==> config.mk <==
export PLATFORM = sky130hd
export DESIGN_NAME = liu_top
export DESIGN_NICKNAME = d
export VERILOG_FILES = /design/src/rtl/liu_pkg.sv /design/src/rtl/liu_alu.sv /design/src/rtl/liu_top.sv
export SDC_FILE = /design/constraint.sdc
export NUM_CORES = 1
export LEC_CHECK = 0
export ABC_AREA = 1
export BUFFER_PORTS_ARGS = -buffer_cell sky130_fd_sc_hd__clkbuf_2
export CORE_AREA = 10 10 158 160
export DETAILED_ROUTE_END_ITERATION = 8
export DIE_AREA = 0 0 168 170
export PLACE_DENSITY_LB_ADDON = 0.1
export RECOVER_POWER = 50
export SETUP_SLACK_MARGIN = 0.2
export SYNTH_ARGS = -nofsm -noshare
export SYNTH_HDL_FRONTEND = slang
export SYNTH_SLANG_ARGS = --single-unit
==> constraint.sdc <==
create_clock -name core_clk_i -period 3.6 [get_ports core_clk_i]
set_input_delay 0.72 -clock core_clk_i [delete_from_list [all_inputs] [get_ports core_clk_i]]
set_output_delay 0.72 -clock core_clk_i [all_outputs]
set_load 0.01 [all_outputs]
==> src/rtl/liu_pkg.sv <==
// Purpose: constants and types of the logical instruction unit
// Assumes: 24-bit words, 15-bit immediates and index registers
// Notes: opcodes and subcodes are the printed octal values written in hex
package liu_pkg;
	localparam int WORD_W = 24;
	localparam int IMM_W  = 15;
	localparam int REG_AW = 4;

	// instruction word fields
	localparam int OPC_HI   = 23;
	localparam int OPC_LO   = 18;
	localparam int AMODE_B  = 17;
	localparam int SUB_HI   = 17;
	localparam int SUB_LO   = 15;
	localparam int IDXSEL_HI = 16;
	localparam int IDXSEL_LO = 15;
	localparam int ADDR_HI  = 14;

	// opcodes
	localparam logic [5:0] OP_XOR_IMM = 6'h0e;
	localparam logic [5:0] OP_AND_IMM = 6'h0f;
	localparam logic [5:0] OP_LD_MASK = 6'h17;
	localparam logic [5:0] OP_SSET    = 6'h1d;
	localparam logic [5:0] OP_SINV    = 6'h1e;
	localparam logic [5:0] OP_LPROD   = 6'h1f;

	// subcodes of the A/Q immediate forms
	localparam logic [2:0] SUB_ACC    = 3'h6;
	localparam logic [2:0] SUB_ACC_SX = 3'h4;
	localparam logic [2:0] SUB_EXT    = 3'h7;
	localparam logic [2:0] SUB_EXT_SX = 3'h5;

	// register offsets on the plain port
	localparam logic [REG_AW-1:0] OFS_ACC  = 4'h0;
	localparam logic [REG_AW-1:0] OFS_EXT  = 4'h1;
	localparam logic [REG_AW-1:0] OFS_IDX1 = 4'h2;
	localparam logic [REG_AW-1:0] OFS_IDX2 = 4'h3;
	localparam logic [REG_AW-1:0] OFS_IDX3 = 4'h4;
	localparam logic [REG_AW-1:0] OFS_CTRL = 4'h5;
	localparam logic [REG_AW-1:0] OFS_STAT = 4'h6;

	// control and status bit positions
	localparam int CTRL_RT_FITTED = 0;
	localparam int CTRL_RT_MODE   = 1;
	localparam int CTRL_MONITOR   = 2;
	localparam int STAT_BUSY      = 0;
	localparam int STAT_NOP       = 1;
	localparam int STAT_RT        = 2;
	localparam int STAT_BAD       = 3;

	// reset values
	localparam logic [2:0] CTRL_RST = 3'h0;
	localparam logic [2:0] STAT_RST = 3'h0;

	typedef enum logic [1:0] {
		DST_NONE = 2'b00,
		DST_ACC  = 2'b01,
		DST_EXT  = 2'b10,
		DST_IDX  = 2'b11
	} liu_dst_t;

	typedef enum logic [1:0] {
		ST_IDLE = 2'b00,
		ST_IND  = 2'b01,
		ST_OPND = 2'b10
	} liu_state_t;
endpackage

==> src/rtl/liu_alu.sv <==
// Purpose: combinational operand shaping and logic function
// Assumes: caller presents the decoded word and register values
// Notes: destination select tells the caller which register to load
`timescale 1ns/1ps
module liu_alu
	import liu_pkg::*;
#(
	parameter int DATA_W = WORD_W,
	parameter int IDX_W  = IMM_W
)(
	input  wire logic [DATA_W-1:0] instr_i,
	input  wire logic [DATA_W-1:0] acc_i,
	input  wire logic [DATA_W-1:0] ext_i,
	input  wire logic [IDX_W-1:0]  idx_i,
	input  wire logic [DATA_W-1:0] mem_i,
	output logic      [DATA_W-1:0] res_o,
	output liu_dst_t               dst_o
);
	logic [5:0]        opc;
	logic [2:0]        sub;
	logic [DATA_W-1:0] imm;
	logic [DATA_W-1:0] tgt;

	// operand shaping: sign fill only for subcodes 4 and 5
	always_comb
	begin
		opc = instr_i[OPC_HI:OPC_LO];
		sub = instr_i[SUB_HI:SUB_LO];
		if (sub == SUB_ACC_SX || sub == SUB_EXT_SX)
			imm = {{(DATA_W-IMM_W){instr_i[ADDR_HI]}}, instr_i[ADDR_HI:0]};
		else
			imm = {{(DATA_W-IMM_W){1'b0}}, instr_i[ADDR_HI:0]};
		if (!sub[2])
			tgt = {{(DATA_W-IDX_W){1'b0}}, idx_i};
		else if (sub[0])
			tgt = ext_i;
		else
			tgt = acc_i;
	end

	// function and destination per opcode
	always_comb
	begin
		res_o = '0;
		dst_o = DST_NONE;
		case (opc)
			OP_XOR_IMM:
			begin
				res_o = tgt ^ imm;
				dst_o = !sub[2] ? DST_IDX : (sub[0] ? DST_EXT : DST_ACC);
			end
			OP_AND_IMM:
			begin
				res_o = tgt & imm;
				dst_o = !sub[2] ? DST_IDX : (sub[0] ? DST_EXT : DST_ACC);
			end
			OP_LD_MASK:
			begin
				res_o = ext_i & mem_i;
				dst_o = DST_ACC;
			end
			OP_SSET:
			begin
				res_o = acc_i | mem_i;
				dst_o = DST_ACC;
			end
			OP_SINV:
			begin
				res_o = acc_i ^ mem_i;
				dst_o = DST_ACC;
			end
			OP_LPROD:
			begin
				res_o = acc_i & mem_i;
				dst_o = DST_ACC;
			end
			default:
			begin
				res_o = '0;
				dst_o = DST_NONE;
			end
		endcase
	end
endmodule

==> src/rtl/liu_top.sv <==
// Purpose: logical instruction group, registers A, Q, index 1-3
// Assumes: storage answers a request with one rdata valid pulse
// Notes: one instruction at a time; ready_o low while busy
`timescale 1ns/1ps
module liu_top
	import liu_pkg::*;
#(
	parameter int DATA_W = WORD_W,
	parameter int IDX_W  = IMM_W
)(
	input  wire logic              core_clk_i,
	input  wire logic              rst_b_i,
	input  wire logic              instr_valid_i,
	input  wire logic [DATA_W-1:0] instr_i,
	output logic                   ready_o,
	output logic                   done_o,
	output logic                   mem_req_o,
	output logic [IDX_W-1:0]       mem_addr_o,
	input  wire logic              mem_rvalid_i,
	input  wire logic [DATA_W-1:0] mem_rdata_i,
	output logic                   rt_req_o,
	output logic                   rt_restore_o,
	output logic [IMM_W-1:0]       rt_field_o,
	input  wire logic [REG_AW-1:0] reg_addr_i,
	input  wire logic [DATA_W-1:0] reg_wdata_i,
	input  wire logic              reg_wr_i,
	input  wire logic              reg_rd_i,
	output logic [DATA_W-1:0]      reg_rdata_o
);
	// the adder wraps at the index width, which must match the address field
	initial
	begin
		if (IDX_W != IMM_W || DATA_W <= IMM_W + 8)
			$error("liu_top: unsupported width parameters");
	end

	liu_state_t        st;
	liu_state_t        next_st;
	logic [DATA_W-1:0] ir;
	logic [DATA_W-1:0] next_ir;
	logic [DATA_W-1:0] acc;
	logic [DATA_W-1:0] next_acc;
	logic [DATA_W-1:0] ext;
	logic [DATA_W-1:0] next_ext;
	logic [IDX_W-1:0]  idx      [4];
	logic [IDX_W-1:0]  next_idx [4];
	logic [2:0]        ctrl;
	logic [2:0]        next_ctrl;
	logic [3:0]        stat;
	logic [3:0]        next_stat;
	logic              next_ready;
	logic              next_done;
	logic              next_mem_req;
	logic [IDX_W-1:0]  next_mem_addr;
	logic              next_rt_req;
	logic              next_rt_restore;
	logic [IMM_W-1:0]  next_rt_field;
	logic [DATA_W-1:0] next_rdata;

	// decode view: live word while idle, held word afterwards
	logic [DATA_W-1:0] cur;
	logic [5:0]        opc;
	logic [1:0]        bsel;
	logic              is_imm;
	logic              is_mem;
	logic              rt_ok;
	logic [IDX_W-1:0]  ea;
	logic [DATA_W-1:0] alu_res;
	liu_dst_t          alu_dst;

	always_comb
	begin
		cur    = (st == ST_IDLE) ? instr_i : ir;
		opc    = cur[OPC_HI:OPC_LO];
		bsel   = cur[IDXSEL_HI:IDXSEL_LO];
		is_imm = (opc == OP_XOR_IMM) || (opc == OP_AND_IMM);
		is_mem = (opc == OP_LD_MASK) || (opc == OP_SSET) || (opc == OP_SINV) || (opc == OP_LPROD);
		ea     = cur[ADDR_HI:0] + idx[bsel];
		rt_ok  = ctrl[CTRL_RT_FITTED] && ctrl[CTRL_RT_MODE] && ctrl[CTRL_MONITOR];
	end

	liu_alu #(
		.DATA_W (DATA_W),
		.IDX_W  (IDX_W)
	) u_alu (
		.instr_i (cur),
		.acc_i   (acc),
		.ext_i   (ext),
		.idx_i   (idx[bsel]),
		.mem_i   (mem_rdata_i),
		.res_o   (alu_res),
		.dst_o   (alu_dst)
	);

	// next values: bus writes first so a finishing instruction overrides them
	always_comb
	begin
		next_st         = st;
		next_ir         = ir;
		next_acc        = acc;
		next_ext        = ext;
		next_idx        = idx;
		next_ctrl       = ctrl;
		next_stat       = stat;
		next_done       = 1'b0;
		next_mem_req    = 1'b0;
		next_mem_addr   = mem_addr_o;
		next_rt_req     = 1'b0;
		next_rt_restore = rt_restore_o;
		next_rt_field   = rt_field_o;
		next_rdata      = '0;

		// register port writes
		if (reg_wr_i)
		begin
			case (reg_addr_i)
				OFS_ACC:  next_acc    = reg_wdata_i;
				OFS_EXT:  next_ext    = reg_wdata_i;
				OFS_IDX1: next_idx[1] = reg_wdata_i[IDX_W-1:0];
				OFS_IDX2: next_idx[2] = reg_wdata_i[IDX_W-1:0];
				OFS_IDX3: next_idx[3] = reg_wdata_i[IDX_W-1:0];
				OFS_CTRL: next_ctrl   = reg_wdata_i[2:0];
				default:  next_ctrl   = next_ctrl;
			endcase
		end

		// register port reads, unmapped offsets return zero
		if (reg_rd_i)
		begin
			case (reg_addr_i)
				OFS_ACC:  next_rdata = acc;
				OFS_EXT:  next_rdata = ext;
				OFS_IDX1: next_rdata = {{(DATA_W-IDX_W){1'b0}}, idx[1]};
				OFS_IDX2: next_rdata = {{(DATA_W-IDX_W){1'b0}}, idx[2]};
				OFS_IDX3: next_rdata = {{(DATA_W-IDX_W){1'b0}}, idx[3]};
				OFS_CTRL: next_rdata = {{(DATA_W-3){1'b0}}, ctrl};
				OFS_STAT: next_rdata = {{(DATA_W-4){1'b0}}, stat};
				default:  next_rdata = '0;
			endcase
		end

		case (st)
			ST_IDLE:
			begin
				if (instr_valid_i)
				begin
					next_ir   = instr_i;
					next_stat = '0;
					if (is_imm)
					begin
						next_done = 1'b1;
						if (cur[SUB_HI] || bsel != 2'b00)
						begin
							case (alu_dst)
								DST_ACC: next_acc       = alu_res;
								DST_EXT: next_ext       = alu_res;
								DST_IDX: next_idx[bsel] = alu_res[IDX_W-1:0];
								default: next_acc       = next_acc;
							endcase
						end
						else if (rt_ok)
						begin
							next_rt_req        = 1'b1;
							next_rt_restore    = (opc == OP_AND_IMM);
							next_rt_field      = cur[ADDR_HI:0];
							next_stat[STAT_RT] = 1'b1;
						end
						else
						begin
							next_stat[STAT_NOP] = 1'b1;
						end
					end
					else if (is_mem)
					begin
						next_mem_req  = 1'b1;
						next_mem_addr = ea;
						next_st       = cur[AMODE_B] ? ST_IND : ST_OPND;
						next_stat[STAT_BUSY] = 1'b1;
					end
					else
					begin
						// opcodes outside this group are flagged and dropped
						next_done           = 1'b1;
						next_stat[STAT_BAD] = 1'b1;
					end
				end
			end
			ST_IND:
			begin
				// single level of indirection: word gives the operand address
				if (mem_rvalid_i)
				begin
					next_mem_req  = 1'b1;
					next_mem_addr = mem_rdata_i[IDX_W-1:0];
					next_st       = ST_OPND;
				end
			end
			ST_OPND:
			begin
				if (mem_rvalid_i)
				begin
					if (alu_dst == DST_ACC)
						next_acc = alu_res;
					next_done            = 1'b1;
					next_stat[STAT_BUSY] = 1'b0;
					next_st              = ST_IDLE;
				end
			end
			default:
			begin
				next_st = ST_IDLE;
			end
		endcase

		// index zero reads as zero in address sums and is never stored
		next_idx[0] = '0;
		next_ready  = (next_st == ST_IDLE);
	end

	// state registers
	always_ff @(posedge core_clk_i)
	begin
		if (!rst_b_i)
		begin
			st           <= ST_IDLE;
			ir           <= '0;
			acc          <= '0;
			ext          <= '0;
			idx          <= '{default: '0};
			ctrl         <= CTRL_RST;
			stat         <= {1'b0, STAT_RST};
			ready_o      <= 1'b0;
			done_o       <= 1'b0;
			mem_req_o    <= 1'b0;
			mem_addr_o   <= '0;
			rt_req_o     <= 1'b0;
			rt_restore_o <= 1'b0;
			rt_field_o   <= '0;
			reg_rdata_o  <= '0;
		end
		else
		begin
			st           <= next_st;
			ir           <= next_ir;
			acc          <= next_acc;
			ext          <= next_ext;
			idx          <= next_idx;
			ctrl         <= next_ctrl;
			stat         <= next_stat;
			ready_o      <= next_ready;
			done_o       <= next_done;
			mem_req_o    <= next_mem_req;
			mem_addr_o   <= next_mem_addr;
			rt_req_o     <= next_rt_req;
			rt_restore_o <= next_rt_restore;
			rt_field_o   <= next_rt_field;
			reg_rdata_o  <= next_rdata;
		end
	end
endmodule

==> impl_metrics.env <==
export IMPL_status="complete, no violations"
export IMPL_first_global_vias=14500
export IMPL_dieWidth_um=168
export IMPL_global_route_usage_over_all_layers_pct=35.37
export IMPL_rows=54
export IMPL_ys_async_sr_fraction_pct=0
export IMPL_antenna_found_initial=0
export IMPL_synth_compound_area_share_pct=22.05
export IMPL_post_route_antenna_net_violation_count=0
export IMPL_synth_top_family_by_area="simple AND/OR/NAND/NOR gates"
export IMPL_critical_path_reg2reg_endpoint="idx[28]$_SDFF_PN0_"
export IMPL_slew_violations=0
export IMPL_power_per_cell_area_nw_per_um2=347.9
export IMPL_grt_setup_unrepaired="no"
export IMPL_yosysTopAreaCell="dfxtp_1"
export IMPL_grt_overflow_total=0
export IMPL_timing_slew_headroom_pct=18.87
export IMPL_hp_start="ir[5]$_SDFFE_PN0P_"
export IMPL_post_drt_via_cell_ratio=6.059
export IMPL_post_route_cell_area_um2=14560
export IMPL_antenna_diode_count=0
export IMPL_fin_util_pct=67.14
export IMPL_critical_path_reg2reg_startpoint="st[1]$_SDFF_PN0_"
export IMPL_grt_use_met3_pct=10.27
export IMPL_layout_worst_path_cycle_share_pct=89.24
export IMPL_core_area_um2=21690
export IMPL_number_of_flip_flops_and_latches_in_the_synthesized_netlist=185
export IMPL_cts_hold_buffers_added=0
export IMPL_setup_violations_final=0
export IMPL_path_cells="nor2_4 > nand2_1 > nand2_1 > buf_4 > inv_2 > nor2_2 > inv_4 > o221ai_1 > ha_1 > nand3_1 > nand3_1 > nor2_1 > inv_1 > o21ai_0 > a31oi_1"
export IMPL_clock_period_minus_final_worst_setup_slack_ps=3213
export IMPL_worst_setup_hold_path_clk_slew_ps=80
export IMPL_io_pins=141
export IMPL_clock_tree_htree_level_count=4
export IMPL_synth_warning_count=0
export IMPL_synth_top_cells_by_area="dfxtp_1, nand2_1, o21ai_0"
export IMPL_ctsRootBufferMaster="clkbuf_16"
export IMPL_final_nets=2379
export IMPL_hold_path_class="flip-flop to flip-flop"
export IMPL_commonest_cells_after_routing_fill_and_taps_aside="nand2_1, inv_1, o21ai_0"
export IMPL_drtPass1Iterations=6
export IMPL_synthXorXnorAreaFrac_pct=0.4067
export IMPL_worstPathMaxFanout=22
export IMPL_timing_fmax_mhz=311.3
export IMPL_hold_path_end="ir[5]$_SDFFE_PN0P_"
export IMPL_critical_path_slowest_cell="dfxtp_1"
export IMPL_fraction_of_layout_instances_using_a_drive_strength_above_1_pct=10.24
export IMPL_synthSimpleGateAreaFrac_pct=30.41
export IMPL_post_synth_cell_area_avg_um2=6.086
export IMPL_grt_util_met1_pct=42.49
export IMPL_skew_ps=11.75
export IMPL_gr_usage_met2_pct=55.64
export IMPL_drt_iter0_markers=1959
export IMPL_layout_commonest_cell="nand2_1"
export IMPL_setup_worst_path_class="flip-flop to flip-flop"
export IMPL_worst_endpoint_required_ps=3900
export IMPL_wire_length_of_the_first_global_routing_pass_um=80740
export IMPL_synth_edf_count=0
export IMPL_tritoncts_num_sinks=185
export IMPL_sequential_fraction_of_the_synthesis_area_pct=28.67
export IMPL_syn_to_final_growth_pct=12.71
export IMPL_max_slew_worst_pin_slew_ps=1217
export IMPL_grt_max_degree=76
export IMPL_syn_cell_area_um2=12920
export IMPL_detail_route_drc_violations=0
export IMPL_post_synth_mux_area_share_pct=0.4261
export IMPL_timing_setup_tns_ps=0
export IMPL_start_util_pct=59.57
export IMPL_number_of_nets_in_the_synthesized_netlist=2268
export IMPL_clock_latency_late_sink_ps=450
export IMPL_vdd_drop_max_uv=293.4
export IMPL_yosys_area_top_type_share_pct=28.67
export IMPL_postSynth_topFlopCell="dfxtp_1"
export IMPL_leakagePower_nw=6.950
export IMPL_clock_tree_from_tritoncts="built"
export IMPL_timing_max_cap_violations=0
export IMPL_clk_path_buf_depth=2
export IMPL_startpoint="st[1]$_SDFF_PN0_"
export IMPL_critical_path_max_stage_delay_ps=370
export IMPL_die_y_um=170
export IMPL_die_area_um2=28560
export IMPL_hpwlAfterDp_um=37290
export IMPL_synthCells=2123
export IMPL_timing_final_hold_violations=0
export IMPL_holdPathStages=2
export IMPL_wl_um=52180
export IMPL_dr_total_vias=15310
export IMPL_busiest_layer="met2"
export IMPL_wirelength_per_cell_um=20.65
export IMPL_buffer_ports_inserted=140
export IMPL_timing_critical_path_to_type="flip-flop"
export IMPL_synth_cell_type_count=46
export IMPL_synth_adder_area_share_pct=6.159
export IMPL_cts_made_buffers=17
export IMPL_post_detailed_placement_cell_area_um2=13980
export IMPL_worst_r2r_setup_slack_ps=390
export IMPL_cp_data_arrival_time_ps=3510
export IMPL_gp_congestion=1.083
export IMPL_critPathLaunchType="flip-flop"
export IMPL_r2r_worst_path_cells=15
## stage by stage
| stage | instances | hold slack, ps | power [W] | setup slack, ps |
|---|---|---|---|---|
| 2_1_floorplan | 2123 | 444.2 | 0.002706 | 465.5 |
| 3_3_place_gp | 2494 | 456.0 | 0.003022 | 165.1 |
| 3_5_place_dp | 2494 | 462.4 | 0.003039 | 104.9 |
| 4_1_cts | 2526 | 476.4 | 0.005015 | 317.9 |
| 5_1_grt | 2527 | 487.2 | 0.005197 | 212.9 |
| 6_report | 2527 | 473.2 | 0.005066 | 387.4 |
## flip-flops by register name, summed over array words and instances (netlist names), 2 cells and up
register     count
ext             24
st               2
idx             45
acc             24
reg_rdata_o     24
mem_addr_o      15
ctrl             3
rt_field_o      15
stat             4
ir              24
## final cells by class
cell class,count,area [um2]
clock buffers,19,452.9
well taps,280,350.3
inverters,272,1027
flip-flops and latches,185,3704
multi-input cells,1552,7716
clock inverters,13,157.7
repair buffers,206,1154
fillers,2037,7127
## cells by family after synthesis
logic type / count (synthesis)
XOR/XNOR: 6
multiplexers: 5
adder cells (fa/ha/maj): 63
buffers and inverters: 386
AO/OA/AOI/OAI: 518
flip-flops: 185
AND/OR/NAND/NOR: 960
## routing by layer
metal	vias to the layer above	wire length, um
li1	7147	-
met1	6811	19250
met2	1109	22730
met3	244	7127
met4	0	3072
met5	-	0
## worst max path at each step
stage / to / cells after the start
2_1_floorplan: mem_addr_o[10]$_SDFFE_PN0P_ / 19
6_report: idx[28]$_SDFF_PN0_ / 15
3_3_place_gp: mem_addr_o[13]$_SDFFE_PN0P_ / 15
3_5_place_dp: mem_addr_o[14]$_SDFFE_PN0P_ / 14
4_1_cts: mem_addr_o[14]$_SDFFE_PN0P_ / 13
5_1_grt: mem_addr_o[13]$_SDFFE_PN0P_ / 14
## power breakdown
part           switching, W  internal (W)
Sequential        0.0000347       0.00210
Clock              0.000941       0.00109
Combinational      0.000628      0.000272
## timing repair
action | 4_1_cts | 5_1_grt
resized for setup | 0 | 13
setup buffers | 0 | 1
endpoints found under the setup margin | 0 | 43
## critical path, delay by kind of cell (launching register included)
kind,cells,cell delay (ps)
buffers and inverters,4,660
adders and majority gates,1,260
and+or+nand+nor,7,1240
DFF,1,370
AOI/OAI and AO/OA,3,520
## synth_stat cells, types with 6 or more instances
master    number
nand2_1      641
inv_1        255
o21ai_0      220
dfxtp_1      185
a21oi_1      165
nor2_1       141
nand3_1      139
clkbuf_1      65
ha_1          62
o22ai_1       47
buf_2         26
o221ai_1      26
o21ai_1       18
a211oi_1      13
inv_2         13
nor2_2        13
a31oi_1       12
buf_1         12
buf_4          6
Power figures use the tool's default switching activity.
